File: config.mk
export PLATFORM = sky130hd
export DESIGN_NAME = fifo_host
export DESIGN_NICKNAME = d
export VERILOG_FILES = /design/src/rtl/fifo_host_pkg.sv /design/src/rtl/pin_timer.sv /design/src/rtl/fifo_host.sv
export SDC_FILE = /design/constraint.sdc
export NUM_CORES = 1
export LEC_CHECK = 0
export BUFFER_PORTS_ARGS = -buffer_cell sky130_fd_sc_hd__buf_2
export CAP_MARGIN = 10
export CELL_PAD_IN_SITES_DETAIL_PLACEMENT = 1
export CELL_PAD_IN_SITES_GLOBAL_PLACEMENT = 1
export CORE_UTILIZATION = 40
export DETAILED_ROUTE_END_ITERATION = 7
export MAX_ROUTING_LAYER = met4
export PLACE_DENSITY = 0.93
export SLEW_MARGIN = 20
export SYNTH_ARGS = -nofsm -noshare
export SYNTH_HDL_FRONTEND = slang
export SYNTH_SLANG_ARGS = --single-unit
File: constraint.sdc
create_clock -name clk_i -period 3.6 [get_ports clk_i]
set_input_delay 0.36 -clock clk_i [delete_from_list [all_inputs] [get_ports clk_i]]
set_output_delay 0.36 -clock clk_i [all_outputs]
set_load 0.05 [all_outputs]
File: src/rtl/fifo_host_pkg.sv
// constants, pin carriers and states for the strobe fifo host controller
package fifo_host_pkg;

  // clock and device timing, nanoseconds, one speed grade
  localparam int unsigned CLK_PERIOD_NS = 4;
  localparam int unsigned T_WPW_NS = 65;
  localparam int unsigned T_WR_NS = 20;
  localparam int unsigned T_DH_NS = 10;
  localparam int unsigned T_WEF_NS = 60;
  localparam int unsigned T_RPW_NS = 65;
  localparam int unsigned T_A_NS = 65;
  localparam int unsigned T_RR_NS = 20;
  localparam int unsigned T_RFF_NS = 60;
  localparam int unsigned T_RHZ_NS = 35;
  localparam int unsigned T_RS_NS = 65;
  localparam int unsigned T_RSR_NS = 20;

  // least time to whole cycles, never below one
  function automatic int unsigned ns_to_cycles(input int unsigned ns);
    int unsigned c;
    c = (ns + CLK_PERIOD_NS - 1) / CLK_PERIOD_NS;
    return (c < 1) ? 1 : c;
  endfunction : ns_to_cycles

  function automatic int unsigned max2(input int unsigned a,
                                       input int unsigned b);
    return (a > b) ? a : b;
  endfunction : max2

  // phase lengths in cycles
  localparam int unsigned WR_LOW_CYC = ns_to_cycles(T_WPW_NS);
  localparam int unsigned WR_REC_CYC =
    ns_to_cycles(max2(max2(T_WR_NS, T_DH_NS), T_WEF_NS));
  localparam int unsigned RD_LOW_CYC = ns_to_cycles(max2(T_RPW_NS, T_A_NS));
  localparam int unsigned RD_REC_CYC =
    ns_to_cycles(max2(max2(T_RR_NS, T_RFF_NS), T_RHZ_NS));
  localparam int unsigned CLR_PRE_CYC = ns_to_cycles(max2(T_RPW_NS, T_WPW_NS));
  localparam int unsigned CLR_LOW_CYC = ns_to_cycles(T_RS_NS);
  localparam int unsigned CLR_POST_CYC = ns_to_cycles(max2(T_RS_NS, T_RSR_NS));

  // timer loads: a load of n-1 gives a phase of n cycles
  localparam int unsigned TIMER_W = 8;
  localparam logic [7:0] WR_LOW_CNT = 8'(WR_LOW_CYC - 1);
  localparam logic [7:0] WR_REC_CNT = 8'(WR_REC_CYC - 1);
  localparam logic [7:0] RD_LOW_CNT = 8'(RD_LOW_CYC - 1);
  localparam logic [7:0] RD_REC_CNT = 8'(RD_REC_CYC - 1);
  localparam logic [7:0] CLR_PRE_CNT = 8'(CLR_PRE_CYC - 1);
  localparam logic [7:0] CLR_LOW_CNT = 8'(CLR_LOW_CYC - 1);
  localparam logic [7:0] CLR_POST_CNT = 8'(CLR_POST_CYC - 1);

  // device geometry
  localparam int unsigned DATA_W = 9;
  localparam int unsigned SMALL_DEPTH = 2048;
  localparam int unsigned LARGE_DEPTH = 4096;
  localparam int unsigned FILL_W = 13;

  // register byte offsets
  localparam logic [7:0] CTRL_OFF = 8'h00;
  localparam logic [7:0] WDATA_OFF = 8'h04;
  localparam logic [7:0] RDATA_OFF = 8'h08;
  localparam logic [7:0] STATUS_OFF = 8'h0C;

  // control bits
  localparam int unsigned CTRL_CLEAR_BIT = 0;
  localparam int unsigned CTRL_READ_BIT = 1;

  // status bits
  localparam int unsigned ST_BUSY_BIT = 0;
  localparam int unsigned ST_NO_DATA_BIT = 1;
  localparam int unsigned ST_NO_ROOM_BIT = 2;
  localparam int unsigned ST_CLEARED_BIT = 3;
  localparam int unsigned ST_RD_VALID_BIT = 4;
  localparam int unsigned ST_WR_REF_BIT = 8;
  localparam int unsigned ST_RD_REF_BIT = 9;
  localparam int unsigned ST_BUSY_REF_BIT = 10;
  localparam int unsigned ST_FILL_LSB = 16;

  // pins driven towards the device
  typedef struct packed {
    logic pointer_clear_in_n;
    logic write_n;
    logic read_n;
    logic [DATA_W-1:0] wdata;
  } pin_out_type;

  // pins returned by the device
  typedef struct packed {
    logic [DATA_W-1:0] rdata;
    logic no_data_flag_n;
    logic no_room_flag_n;
  } pin_in_type;

  localparam pin_out_type PIN_IDLE = '{1'b1, 1'b1, 1'b1, 9'h000};

  // sequencer states, one-hot
  typedef enum logic [8:0] {
    S_IDLE = 9'h001,
    S_CLR_PRE = 9'h002,
    S_CLR_LOW = 9'h004,
    S_CLR_POST = 9'h008,
    S_WR_LOW = 9'h010,
    S_WR_REC = 9'h020,
    S_RD_LOW = 9'h040,
    S_RD_REC = 9'h080,
    S_SPARE = 9'h100
  } state_type;

endpackage : fifo_host_pkg

File: src/rtl/pin_timer.sv
// down-counter that times one strobe or clear phase
`timescale 1ns/1ps
module pin_timer (
  // clock, reset, enable
  input wire logic clk_i,
  input wire logic rst_i,
  input wire logic ce_i,
  // load and status
  input wire logic load_i,
  input wire logic [fifo_host_pkg::TIMER_W-1:0] count_i,
  output logic done_o
);

  localparam logic [fifo_host_pkg::TIMER_W-1:0] STEP =
    {{(fifo_host_pkg::TIMER_W-1){1'b0}}, 1'b1};

  logic [fifo_host_pkg::TIMER_W-1:0] cnt_q;

  // load wins, otherwise count down to zero and rest there
  always_ff @(posedge clk_i)
  begin
    if (rst_i)
      cnt_q <= '0;
    else if (ce_i)
    begin
      if (load_i)
        cnt_q <= count_i;
      else if (cnt_q != '0)
        cnt_q <= cnt_q - STEP;
    end
  end

  assign done_o = (cnt_q == '0);

endmodule : pin_timer

File: src/rtl/fifo_host.sv
// host controller driving a strobe fifo through its pins, wishbone registers
// Behaviour
// words are nine bits each way
// device holds 2K or 4K words
// no address; device pointers sequence words
// writes and reads run independently; here one sequencer runs them one at a time and refuses a command while busy
// flags guard overflow and underflow
// clear low resets both pointers
// clear drives no-data flag low
// clear must precede the first write
// strobes high around clear rising edge
// write starts on strobe fall if room
// data stable around write strobe rise
// each word goes to next location
// no-room flag low refuses writes
// read on full restores room flag
// full device ignores write strobe
// strobes must be glitch free
// no pulse shorter than minimum width
// read starts on strobe fall if data
// last read drives no-data flag low
// full after 2048 or 4096 writes
// single device, no cascading
//
// The Wishbone interface to the registers and the address map are this design's own decisions.
`timescale 1ns/1ps
module fifo_host (
  // clock, reset, enable
  input wire logic clk_i,
  input wire logic rst_i,
  input wire logic ce_i,
  // wishbone slave
  input wire logic wb_cyc_i,
  input wire logic wb_stb_i,
  input wire logic wb_we_i,
  input wire logic [7:0] wb_adr_i,
  input wire logic [3:0] wb_sel_i,
  input wire logic [31:0] wb_dat_i,
  output logic [31:0] wb_dat_o,
  output logic wb_ack_o,
  // device pins
  output fifo_host_pkg::pin_out_type pin_o,
  input wire fifo_host_pkg::pin_in_type pin_i
);

  fifo_host_pkg::state_type state_q;
  fifo_host_pkg::state_type state_d;
  fifo_host_pkg::pin_out_type pin_q;
  fifo_host_pkg::pin_out_type pin_d;
  logic ack_q;
  logic [31:0] dat_q;
  logic [fifo_host_pkg::DATA_W-1:0] rdata_q;
  logic rd_valid_q;
  logic cleared_q;
  logic wr_ref_q;
  logic rd_ref_q;
  logic busy_ref_q;
  logic [fifo_host_pkg::FILL_W-1:0] fill_q; // wide enough for 4096
  logic load;
  logic [fifo_host_pkg::TIMER_W-1:0] load_cnt;
  logic done;
  logic capture;
  logic wr_end;
  logic clr_end;

  // bus request and address decode
  wire req = wb_cyc_i & wb_stb_i & ~ack_q;
  wire wr_req = req & wb_we_i;
  wire rd_req = req & ~wb_we_i;
  wire hit_ctrl = (wb_adr_i == fifo_host_pkg::CTRL_OFF);
  wire hit_wdata = (wb_adr_i == fifo_host_pkg::WDATA_OFF);
  wire hit_rdata = (wb_adr_i == fifo_host_pkg::RDATA_OFF);
  wire hit_status = (wb_adr_i == fifo_host_pkg::STATUS_OFF);

  // command requests from software
  wire go_clear = wr_req & hit_ctrl & wb_sel_i[0] &
                  wb_dat_i[fifo_host_pkg::CTRL_CLEAR_BIT];
  wire go_read = wr_req & hit_ctrl & wb_sel_i[0] &
                 wb_dat_i[fifo_host_pkg::CTRL_READ_BIT] & ~go_clear;
  wire go_write = wr_req & hit_wdata & (&wb_sel_i[1:0]); // data only
  wire idle = (state_q == fifo_host_pkg::S_IDLE);

  // acceptance: flags gate each strobe before it falls
  wire room_ok = pin_i.no_room_flag_n;
  wire data_ok = pin_i.no_data_flag_n;
  wire start_clear = go_clear & idle;
  wire start_write = go_write & idle & cleared_q & room_ok;
  wire start_read = go_read & idle & data_ok;
  wire wr_refuse = go_write & idle & ~(cleared_q & room_ok);
  wire rd_refuse = go_read & idle & ~data_ok;
  wire busy_refuse = (go_clear | go_read | go_write) & ~idle;

  // sticky-bit clears by writing ones to status
  wire st_clr = wr_req & hit_status & wb_sel_i[1];
  wire clr_wr_ref = st_clr & wb_dat_i[fifo_host_pkg::ST_WR_REF_BIT];
  wire clr_rd_ref = st_clr & wb_dat_i[fifo_host_pkg::ST_RD_REF_BIT];
  wire clr_busy_ref = st_clr & wb_dat_i[fifo_host_pkg::ST_BUSY_REF_BIT];

  // status word
  wire [31:0] status_word = {3'h0, fill_q, 5'h00, busy_ref_q, rd_ref_q,
                             wr_ref_q, 3'h0, rd_valid_q, cleared_q,
                             pin_i.no_room_flag_n, pin_i.no_data_flag_n,
                             ~idle};

  // read data selection, unmapped reads as zero
  wire [31:0] rd_mux = hit_ctrl ? 32'h0000_0000 :
                       hit_wdata ? {23'h000000, pin_q.wdata} :
                       hit_rdata ? {23'h000000, rdata_q} :
                       hit_status ? status_word : 32'h0000_0000;

  // phase timer
  pin_timer u_timer (
    .clk_i(clk_i),
    .rst_i(rst_i),
    .ce_i(ce_i),
    .load_i(load),
    .count_i(load_cnt),
    .done_o(done)
  );

  // sequencer: every strobe edge comes from a flop, so no glitches
  always_comb
  begin
    state_d = state_q;
    pin_d = pin_q;
    load = 1'b0;
    load_cnt = '0;
    capture = 1'b0;
    wr_end = 1'b0;
    clr_end = 1'b0;
    case (state_q)
      fifo_host_pkg::S_IDLE:
      begin
        if (start_clear)
        begin
          // strobes already high; hold them so before clear
          load = 1'b1;
          load_cnt = fifo_host_pkg::CLR_PRE_CNT;
          state_d = fifo_host_pkg::S_CLR_PRE;
        end
        else if (start_write)
        begin
          pin_d.wdata = wb_dat_i[fifo_host_pkg::DATA_W-1:0];
          pin_d.write_n = 1'b0;
          load = 1'b1;
          load_cnt = fifo_host_pkg::WR_LOW_CNT;
          state_d = fifo_host_pkg::S_WR_LOW;
        end
        else if (start_read)
        begin
          pin_d.read_n = 1'b0;
          load = 1'b1;
          load_cnt = fifo_host_pkg::RD_LOW_CNT;
          state_d = fifo_host_pkg::S_RD_LOW;
        end
      end
      fifo_host_pkg::S_CLR_PRE:
      begin
        if (done)
        begin
          pin_d.pointer_clear_in_n = 1'b0;
          load = 1'b1;
          load_cnt = fifo_host_pkg::CLR_LOW_CNT;
          state_d = fifo_host_pkg::S_CLR_LOW;
        end
      end
      fifo_host_pkg::S_CLR_LOW:
      begin
        if (done)
        begin
          pin_d.pointer_clear_in_n = 1'b1;
          load = 1'b1;
          load_cnt = fifo_host_pkg::CLR_POST_CNT;
          state_d = fifo_host_pkg::S_CLR_POST;
        end
      end
      fifo_host_pkg::S_CLR_POST:
      begin
        if (done)
        begin
          clr_end = 1'b1;
          state_d = fifo_host_pkg::S_IDLE;
        end
      end
      fifo_host_pkg::S_WR_LOW:
      begin
        if (done)
        begin
          // device latches the word on this rising edge
          pin_d.write_n = 1'b1;
          wr_end = 1'b1;
          load = 1'b1;
          load_cnt = fifo_host_pkg::WR_REC_CNT;
          state_d = fifo_host_pkg::S_WR_REC;
        end
      end
      fifo_host_pkg::S_WR_REC:
      begin
        // data held through recovery covers hold time
        if (done)
          state_d = fifo_host_pkg::S_IDLE;
      end
      fifo_host_pkg::S_RD_LOW:
      begin
        if (done)
        begin
          pin_d.read_n = 1'b1;
          capture = 1'b1;
          load = 1'b1;
          load_cnt = fifo_host_pkg::RD_REC_CNT;
          state_d = fifo_host_pkg::S_RD_REC;
        end
      end
      fifo_host_pkg::S_RD_REC:
      begin
        if (done)
          state_d = fifo_host_pkg::S_IDLE;
      end
      default:
      begin
        pin_d = fifo_host_pkg::PIN_IDLE;
        state_d = fifo_host_pkg::S_IDLE;
      end
    endcase
  end

  // state and pin flops
  always_ff @(posedge clk_i)
  begin
    if (rst_i)
    begin
      state_q <= fifo_host_pkg::S_IDLE;
      pin_q <= fifo_host_pkg::PIN_IDLE;
    end
    else if (ce_i)
    begin
      state_q <= state_d;
      pin_q <= pin_d;
    end
  end

  // bus answer one cycle after the request
  always_ff @(posedge clk_i)
  begin
    if (rst_i)
    begin
      ack_q <= 1'b0;
      dat_q <= 32'h0000_0000;
    end
    else if (ce_i)
    begin
      ack_q <= req;
      dat_q <= rd_req ? rd_mux : 32'h0000_0000;
    end
  end

  // captured word and its valid flag, set wins over a new read start
  always_ff @(posedge clk_i)
  begin
    if (rst_i)
    begin
      rdata_q <= '0;
      rd_valid_q <= 1'b0;
    end
    else if (ce_i)
    begin
      if (capture)
        rdata_q <= pin_i.rdata;
      rd_valid_q <= capture | (rd_valid_q & ~start_read);
    end
  end

  // sticky refusals, an event beats a clear in the same cycle
  always_ff @(posedge clk_i)
  begin
    if (rst_i)
    begin
      wr_ref_q <= 1'b0;
      rd_ref_q <= 1'b0;
      busy_ref_q <= 1'b0;
    end
    else if (ce_i)
    begin
      wr_ref_q <= wr_refuse | (wr_ref_q & ~clr_wr_ref);
      rd_ref_q <= rd_refuse | (rd_ref_q & ~clr_rd_ref);
      busy_ref_q <= busy_refuse | (busy_ref_q & ~clr_busy_ref);
    end
  end

  // cleared-once flag and word count kept by the host
  always_ff @(posedge clk_i)
  begin
    if (rst_i)
    begin
      cleared_q <= 1'b0;
      fill_q <= '0;
    end
    else if (ce_i)
    begin
      if (clr_end)
        cleared_q <= 1'b1;
      if (clr_end)
        fill_q <= '0;
      else if (wr_end)
        fill_q <= fill_q + 13'h0001;
      else if (capture)
        fill_q <= fill_q - 13'h0001;
    end
  end

  // outputs straight from flops
  assign wb_ack_o = ack_q;
  assign wb_dat_o = dat_q;
  assign pin_o = pin_q; // no chain pins, single device

endmodule : fifo_host

==> results of run 1 <==
-- registers in the layout, summed over array words and instances, names as in the netlist --
register and flops:
rd_ref_q 1, wb_dat_o 24, wb_ack_o 1, u_timer.cnt_q 8
cleared_q 1, rd_valid_q 1, pin_o 12, wr_ref_q 1
fill_q 13, busy_ref_q 1, state_q 8, rdata_q 9
-- synth_stat cells (3+ instances only) --
master / n
dfxtp_1: 80
o21a_1: 6
o211ai_1: 3
buf_2: 5
a21o_1: 8
and3_1: 13
mux2_2: 5
nand2_1: 59
nand4_1: 6
inv_1: 12
nand2b_1: 3
a22o_1: 9
xnor2_1: 4
o21ai_0: 20
a211oi_1: 7
nand3_1: 21
mux2i_1: 6
clkbuf_1: 13
nor2_1: 61
o21ai_1: 3
buf_4: 10
xor2_1: 8
ha_1: 13
nor3_1: 9
a21oi_1: 65
nor2b_1: 30
-- metrics by stage --
step                      utilization, %  std cells  instance area [µm²]  hold WS, ps
after floorplan                        -        554                 4502        429.4
after global placement             45.33        744                 4936        439.4
after detailed placement           45.33        744                 4936        446.4
after CTS                          47.13        759                 5131        221.0
after global routing               47.17        759                 5136        231.4
final                              47.17        759                 5136        232.5
-- area by class of cell --
class | instances | area (µm²)
inverters | 12 | 45.04
flip-flops and latches | 80 | 1602
multi-input cells | 432 | 2704
repair buffers | 80 | 415.4
fillers | 1368 | 5752
clock buffers | 11 | 141.4
well taps | 140 | 175.2
clock inverters | 4 | 53.80
-- power by group through the flow --
stage               Clock, W  Sequential [W]  Combinational, W
floorplan                  0        0.000982          0.000396
global placement           0        0.000987          0.000517
detailed placement         0        0.000994          0.000550
CTS                 0.000702        0.000976          0.000558
global route        0.000739        0.000984          0.000627
finish              0.000686        0.000978          0.000567
-- timing repair --
action | 4_1_cts | 5_1_grt
setup endpoints to repair | 0 | 1
hold buffers | 0 | 0
gates resized for setup | 0 | 1
-- per-layer routing --
metal  vias up  track usage, %  routed length [µm]
li1       2072               -                   -
met1      2137           30.70                6006
met2       113           42.03                6787
met3        34           4.056                 651
met4         0           11.55                 447
met5         -               -                   0
-- worst register-to-register path: stages (launching register included) --
cell	delay, ps
dfxtp_1	360
inv_1	100
ha_1	140
nor2b_1	210
nand3_1	180
nor3_2	270
inv_1	110
ha_1	290
a21o_1	190
a21o_1	220
a2111o_1	470
a211oi_1	320
xor2_1	190
o21ai_0	100
-- final timing paths --
| path | from | slack (ps) | to |
|---|---|---|---|
| max reg2reg | u_timer.cnt_q[0] | 330 | fill_q[9] |
| min | pin_i[5] | 230 | rdata_q[3] |
| max | u_timer.cnt_q[0] | 330 | fill_q[9] |
| min reg2reg | rdata_q[4] | 450 | rdata_q[4] |
-- cells by family after synthesis --
| family | Yosys count | synth area share [%] |
|---|---|---|
| DFF | 80 | 35.78 |
| other | 1 | 0.08379 |
| buffers and inverters | 42 | 4.501 |
| and+or+nand+nor | 234 | 27.93 |
| adders and majority gates | 14 | 4.082 |
| muxes | 11 | 2.600 |
| AOI/OAI and AO/OA | 153 | 22.67 |
| xor gates and xnor gates | 12 | 2.348 |
==> metrics.txt, run 1 <==
Stages on worst setup path 13; WP buf/inv 2; DR vias/cell 5.739; clock buffer depth 2; post-route setup slack approximately 330 ps; GRT overflow 0; Peak VDD IR 0.1620 mV; antenna violations before repair 0; ys flop type dfxtp_1; vias post-DR 4,356; commonest non-fill, non-tap cell in the layout dfxtp_1; Max Freq 305.7 MHz; vias in the first global route 4,503; Worst Skew approximately 12 ps; Clock power frac 30.7%; Hold Path Depth 3; Worst Path Max Fanout 5; Post-CTS Setup Bufs 0; pwr/cell area 434.3 nW/µm²; P_leak 2.150 nW; post-layout min period 3271 ps; CP max stage cell a2111o_1; CP Capture Type flip-flop; Power Total 0.002231 W; asr flop ratio synth 0%; drt first pass iters 5; Yosys cell types 77; DIE AREA between 10,000 and 15,000 µm²; slew of the pin with the lowest slew margin 679.0 ps; largest net degree at the start of global routing 43; Core Rows 38; unrepaired setup endpoints after global routing no; Detail Route Antenna Nets 0; number of flops mapped to enable cells by yosys 0; cell internal pwr 0.001472 W; Net Sw Power 0.0007586 W; r2r worst-path depth 13; Flop pwr share between 40% and 50%; WL final 13.89 mm; input/output buffers 74; MaxCap Viol Count 0; layout cell share with drive strength beyond 1 19.39%; I/O pin cnt 106; per-cell routed wire length ~18 µm; Ys Warns 0; gr usage total 25.55%; first-pass GRT wire length 22.32 mm; post-synth top area share 35.78%; Syn Inst Count 547; WP data arrival 3510 ps; Synth Cell Area 4476 µm²; Sw Share 34.01%; Setup crit start kind flip-flop; Final Hold Vio Count 0; commonest cells after routing, fill and taps aside dfxtp_1 (80), buf_2 (74), a21oi_1 (65); # H-tree levels 3; Antenna Cells 0; hpwl dp between 10 and 15 mm; drt initial violations about 270; post-synthesis sequential area ratio between 30 and 40%; final setup violation count 0; number of CTS-inserted buffers 9; Hold WC Path Type in2reg; Yosys reg bits 80; worst path cell trace inv_1 > ha_1 > nor2b_1 > nand3_1 > nor3_2 > inv_1 > ha_1 > a21o_1 > a21o_1 > a2111o_1 > a211oi_1 > xor2_1 > o21ai_0; syn_area_per_cell 8.182 µm²; Floorplan Core Area 10,890 µm²; clk root buf clkbuf_8; crit path kind reg2reg; CP top delay family compound AO/OA/AOI/OAI gates; Chip Width 107.8 µm; Post-Place Worst Slack 268.7 ps; logic gate share of total power 25.4%; dominant cells by area after synthesis dfxtp_1 (36%), a21oi_1 (7.3%), nor2_1 (5.1%); Post-Route Setup TNS 0 ps; fin crit share between 90% and 100%; max incr delay on CP 470 ps; worst endpoint required time 3830 ps; cell taking the most area after synthesis dfxtp_1; relative slew slack around 55%; status completed; clk_lat worst skew about 370 ps; CTS tree yes; Worst-path clk slew 80 ps; nets between 600 and 700; routability cong. 0.9263; initial core utilization 41.11%; Area Growth Syn to Fin 14.76%; Slew Limit Fails 0; Die Height about 110 µm; DRC Markers 0; Sink Count 80
Power figures use the tool's default switching activity.
==> run 2: changes to the inputs <==
--- a/config.mk
+++ b/config.mk
@@ -9,6 +9,7 @@
 export CAP_MARGIN = 10
 export CELL_PAD_IN_SITES_DETAIL_PLACEMENT = 1
 export CELL_PAD_IN_SITES_GLOBAL_PLACEMENT = 1
+export CORE_MARGIN = 5
 export CORE_UTILIZATION = 40
 export DETAILED_ROUTE_END_ITERATION = 7
 export MAX_ROUTING_LAYER = met4
==> run 2 against run 1 <==
Compared with the run above: die area increased by 15%; sequential power decreased by 0.6%; maximum frequency decreased by 0.53%; flip-flop and latch count unchanged; critical path type unchanged; critical endpoint is now fill_q[12]; highest routed layer unchanged.
==> metrics.txt, run 2 (synthesized netlist as in run 1, its figures left out) <==
layout cell share with drive strength beyond 1 19.55% (+0.16 points); Sink Count 80 (unchanged); Chip Width 115.8 µm (+7.4%); number of CTS-inserted buffers 9 (unchanged); Antenna Cells 0 (unchanged); Flop pwr share 44.4% (+0.5 points); clk root buf clkbuf_8; CP Capture Type flip-flop; hpwl dp 10.85 mm (+5.4%); # H-tree levels 3 (unchanged); initial core utilization 41.11% (unchanged); fin crit share 91.35% (+0.49 points); CTS tree yes; Detail Route Antenna Nets 0 (unchanged); Max Freq 304.1 MHz (-0.53%); slew of the pin with the lowest slew margin 876.5 ps (+197.4 ps); Reg2Reg Setup Slack 310 ps (-20 ps); P_leak 2.144 nW (-0.28%); Area Growth Syn to Fin 14.23%; crit path kind reg2reg; max FFs per register 24 (unchanged); unrepaired setup endpoints after global routing no; MaxCap Viol Count 0 (unchanged); vias in the first global route 4,462 (-0.91%); commonest non-fill, non-tap cell in the layout dfxtp_1; Worst R2R End fill_q[12]; Worst Hold Path EP rdata_q[5]; input/output buffers 74 (unchanged); WL final 14.50 mm (+4.3%); reg2reg start u_timer.cnt_q[0]; DR vias/cell 5.748 (+0.16%); Slew Limit Fails 0 (unchanged); drt first pass iters 4 (-1); pwr/cell area 428.0 nW/µm² (-1.5%); worst endpoint required time 3870 ps (+40 ps); cell internal pwr 0.001393 W (-5.4%); Hold Path Origin pin_i[7]; CTS Hold Bufs 0 (unchanged); commonest cells after routing, fill and taps aside dfxtp_1 (80), buf_2 (74), a21oi_1 (65); per-cell routed wire length 19.10 µm (+4.3%); GRT met3 Usage 3.446% (-0.61 points); clock buffer depth 2 (unchanged); Sw Share 36.35% (+2.3 points); logic gate share of total power 26.3% (+0.9 points); Die Height 115.8 µm (+7.4%); first-pass GRT wire length 23.30 mm (+4.4%); final setup violation count 0 (unchanged); grt met1 use 28.65% (-2.0 points); vias post-DR 4,363 (+0.16%); Fill cells 1,356 (-0.88%); Floorplan Core Area 10,890 µm² (unchanged); largest net degree at the start of global routing 45 (+4.7%); gr usage total 22.69% (-2.9 points); Most Crowded Layer GR met2; Net Sw Power 0.0007953 W (+4.8%); Setup crit start kind flip-flop; Worst Skew 15.18 ps (+2.736 ps); DIE AREA 13,400 µm² (+15%); post-route setup slack 311.5 ps (-17.52 ps); Worst-path clk slew 100 ps (+20 ps); GRT overflow 0 (unchanged); r2r worst-path depth 14 (+1); Peak VDD IR 0.2087 mV (+29%); relative slew slack 41.57% (-13 points); Core Rows 38 (unchanged); I/O pin cnt 106 (unchanged); nets 689 (-0.14%); Clock power frac 29.2% (-1.5 points); WP data arrival 3560 ps (+50 ps); met2 Usage GRT 37.32% (-4.7 points); routability cong. 0.9022 (-2.6%); Post-Route Setup TNS 0 ps (unchanged); antenna violations before repair 0 (unchanged); post-layout min period 3288 ps (+17.52 ps); Post-Place Worst Slack 260.6 ps (-8.143 ps); Hold WC Path Type in2reg; clk_lat worst skew 370 ps (about the same); Hold Path Depth 3 (unchanged); DRC Markers 0 (unchanged); status completed; drt initial violations 380 (+40%); Worst Path Max Fanout 10 (+5); Final Hold Vio Count 0 (unchanged)
-- run 2: final cells by class --
type | instances | area [µm²] | area share [%]
Clock buffer | 9 | 123.9 | 2.423
Clock inverter | 7 | 55.05 | 1.077
Inverter | 12 | 45.04 | 0.8811
Multi-Input combinational cell | 432 | 2704 | 52.89
Sequential cell | 80 | 1602 | 31.33
Tap cell | 140 | 175.2 | 3.426
Timing Repair Buffer | 79 | 407.9 | 7.978
-- run 2: metrics by stage --
stage	instance area, µm²	util, %	power (W)	instances	hold slack, ps
global placement	4928	45.27	0.001515	743	439.7
global route	5112	46.95	0.002292	759	215.0
CTS	5107	46.91	0.002190	759	210.5
detailed placement	4928	45.27	0.001559	743	451.1
floorplan	4502	-	0.001378	554	429.4
finish	5112	46.95	0.002188	759	210.6
-- run 2: power by group through the flow --
stage | logic [W] | clock network [W] | registers, W
2_1_floorplan | 0.000396 | 0 | 0.000982
3_3_place_gp | 0.000528 | 0 | 0.000987
3_5_place_dp | 0.000568 | 0 | 0.000991
4_1_cts | 0.000569 | 0.000650 | 0.000971
5_1_grt | 0.000628 | 0.000685 | 0.000979
6_report | 0.000576 | 0.000640 | 0.000972
-- run 2: worst max-delay path by stage --
stage,startpoint,end,slack [ps],cells after the start
after floorplan,u_timer.cnt_q[0],fill_q[7],430,13
after global placement,u_timer.cnt_q[0],fill_q[9],360,14
after detailed placement,u_timer.cnt_q[0],fill_q[12],260,14
after CTS,u_timer.cnt_q[0],fill_q[12],230,14
after global routing,u_timer.cnt_q[0],fill_q[12],70,14
final,u_timer.cnt_q[0],fill_q[12],310,14
-- run 2: per-layer routing --
layer	wire length, µm	part of all wire, %
met1	6389	44
met2	7166	49
met4	273	1.9
met5	0	0
met3	667	4.6
-- run 2: what timing repair did --
item	4_1_cts	5_1_grt
setup endpoints to repair	0	3
endpoints found under the hold margin	0	0
setup buffers	0	0
gates resized for setup	0	1
-- run 2: worst max-delay path: stages, from the launching register on --
cell      delay (ps)
dfxtp_1          350
inv_1            100
ha_1             160
nor2b_1          190
nand3_1          170
nor3_2           300
inv_1            140
buf_4            210
ha_1             420
and4_1           210
o21ai_0          170
a31o_2           310
a211oi_1         280
nor3b_2           90
o31ai_1           70
==> run 3: changes to the inputs <==
--- a/config.mk
+++ b/config.mk
@@ -7,13 +7,11 @@
 export LEC_CHECK = 0
 export BUFFER_PORTS_ARGS = -buffer_cell sky130_fd_sc_hd__buf_2
 export CAP_MARGIN = 10
-export CELL_PAD_IN_SITES_DETAIL_PLACEMENT = 1
-export CELL_PAD_IN_SITES_GLOBAL_PLACEMENT = 1
 export CORE_MARGIN = 5
-export CORE_UTILIZATION = 40
+export CORE_UTILIZATION = 46
 export DETAILED_ROUTE_END_ITERATION = 7
 export MAX_ROUTING_LAYER = met4
-export PLACE_DENSITY = 0.93
+export PLACE_DENSITY = 0.76
 export SLEW_MARGIN = 20
 export SYNTH_ARGS = -nofsm -noshare
 export SYNTH_HDL_FRONTEND = slang
==> run 3 against run 2 <==
Compared with the run above: sequential share of layout area shrank 0.17 points; critical endpoint is now fill_q[9]; clock skew is essentially flat; non-clock buffer count rose by 1; critical path type unchanged; register-to-register slack lost 70 ps; combinational power decreased by 5.2%; flip-flop and latch count did not move; sequential power about the same; die area is 12% lower.
==> metrics.txt, run 3 (synthesized netlist as in run 1, its figures left out) <==
Sink Count 80 (unchanged); status completed; Stages on worst setup path 13 (-1); WP buf/inv 3 (unchanged); Max Freq 297.7 MHz (-2.1%); initial core utilization 46.43% (+5.3 points); CTS Hold Bufs 0 (unchanged); hpwl dp 9.060 mm (-17%); drt initial violations 305 (-20%); Worst-path clk slew 90 ps (about the same); CP Capture Type flip-flop; unrepaired setup endpoints after global routing no; GRT overflow 0 (unchanged); clk root buf clkbuf_8; Worst Path Max Fanout 11 (+1); vias post-DR 4,244 (-2.7%); P_leak 2.163 nW (+0.88%); CP max stage cell a2111o_1; DIE AREA 11,800 µm² (-12%); nets 690 (+0.15%); Post-CTS Setup Bufs 0 (unchanged); worst path cell trace inv_1 > ha_1 > nor2b_1 > nand3_1 > nor3_1 > inv_1 > buf_4 > ha_1 > a21o_1 > a2111o_1 > a211oi_1 > xor2_1 > o21ai_0; pwr/cell area 434.0 nW/µm² (+1.4%); gr usage total 22.02% (-0.67 points); Final Hold Vio Count 0 (unchanged); max FFs per register 24 (unchanged); crit path kind reg2reg; CP top delay family compound AO/OA/AOI/OAI gates; clock buffer depth 2 (unchanged); Chip Width 108.6 µm (-6.2%); Worst R2R End fill_q[9]; CTS tree yes; Antenna Cells 0 (unchanged); slew of the pin with the lowest slew margin 924.1 ps (+47.62 ps); post-cts sizing count 0 (unchanged); number of CTS-inserted buffers 9 (unchanged); I/O pin cnt 106 (unchanged); # H-tree levels 3 (unchanged); Core Rows 36 (-5.3%); per-cell routed wire length 16.30 µm (-15%); Critical Path Start u_timer.cnt_q[0]; Area Growth Syn to Fin 14.84%; Detail Route Antenna Nets 0 (unchanged); Setup crit end fill_q[9]; first-pass GRT wire length 20.07 mm (-14%); commonest cells after routing, fill and taps aside dfxtp_1 (80), buf_2 (74), a21oi_1 (65); final setup violation count 0 (unchanged); WP data arrival 3600 ps (+40 ps); Floorplan Core Area 9639 µm² (-11%); WHS 234.4 ps (+23.84 ps); Reg2Reg Setup Slack 240 ps (-70 ps); Die Height 108.6 µm (-6.2%); Peak VDD IR 0.2785 mV (+33%); vias in the first global route 4,156 (-6.9%); MaxCap Viol Count 0 (unchanged); routability cong. 0.8890 (-1.5%); fin crit share 93.30% (+2.0 points); reg2reg start u_timer.cnt_q[0]; input/output buffers 74 (unchanged); Worst Skew 14.93 ps (-0.2567 ps); Fill cells 961 (-29%); worst endpoint required time 3850 ps (-20 ps); max incr delay on CP 470 ps (+50 ps); Hold WC Path Type in2reg; antenna violations before repair 0 (unchanged); DRC Markers 0 (unchanged); Slew Limit Fails 0 (unchanged); layout cell share with drive strength beyond 1 19.52% (-0.032 points); commonest non-fill, non-tap cell in the layout dfxtp_1; relative slew slack 38.39% (-3.2 points); Post-Route Setup TNS 0 ps (unchanged); largest net degree at the start of global routing 48 (+6.7%); post-layout min period 3359 ps (+70.32 ps); Setup crit start kind flip-flop; r2r worst-path depth 13 (-1); clk_lat worst skew 360 ps (about the same); WL final 12.27 mm (-15%); DR vias/cell 5.636 (-2.0%); drt first pass iters 5 (+1)
-- run 3: report_power, final --
group / total [W] / switching, W / leakage [nW] / internal, W
registers: 0.000973 / 0.0000465 / 0.646 / 0.000926
logic: 0.000546 / 0.000339 / 1.41 / 0.000207
clock network: 0.000712 / 0.000363 / 0.105 / 0.000349
total: 0.00223 / 0.000749 / 2.16 / 0.00148
-- run 3: through the flow --
| stage | power (W) | instance area, µm² | std cells | util, % | setup slack, ps |
|---|---|---|---|---|---|
| 2_1_floorplan | 0.001378 | 4502 | 554 | - | 430.6 |
| 3_3_place_gp | 0.001509 | 4927 | 737 | 51.12 | 475.6 |
| 3_5_place_dp | 0.001526 | 4927 | 737 | 51.12 | 327.3 |
| 4_1_cts | 0.002237 | 5140 | 753 | 53.32 | 305.9 |
| 5_1_grt | 0.002349 | 5140 | 753 | 53.32 | 48.75 |
| 6_report | 0.002231 | 5140 | 753 | 53.32 | 241.2 |
-- run 3: worst min path at each step --
stage / from / to / depth (start not counted)
4_1_cts: pin_i[9] / rdata_q[7] / 3
5_1_grt: pin_i[4] / rdata_q[2] / 3
3_5_place_dp: rdata_q[1] / rdata_q[1] / 2
3_3_place_gp: rdata_q[4] / rdata_q[4] / 2
6_report: pin_i[4] / rdata_q[2] / 3
2_1_floorplan: rdata_q[1] / rdata_q[1] / 2
-- run 3: layer usage --
layer	vias up	wire (µm)	share of wire, %	GRT usage, %
met2	122	5937	48	35.35
met1	2021	5463	45	27.77
met3	23	613	5.0	4.144
met4	0	259	2.1	7.935
li1	2078	-	-	-
met5	-	0	0	-
-- run 3: area by class of cell --
cell class | instances | area [µm²] | share of cell area, %
inverter | 12 | 45.04 | 0.8763
clock buffer | 10 | 137.6 | 2.678
multi-input combinational | 432 | 2699 | 52.51
clock inverter | 6 | 75.07 | 1.461
sequential | 80 | 1602 | 31.16
tap | 133 | 166.4 | 3.238
timing repair buffer | 80 | 415.4 | 8.082
-- run 3: tightest hold or removal path, cell delays in order --
cell	delay, ps
buf_2	90
nand2_1	50
a21oi_1	50
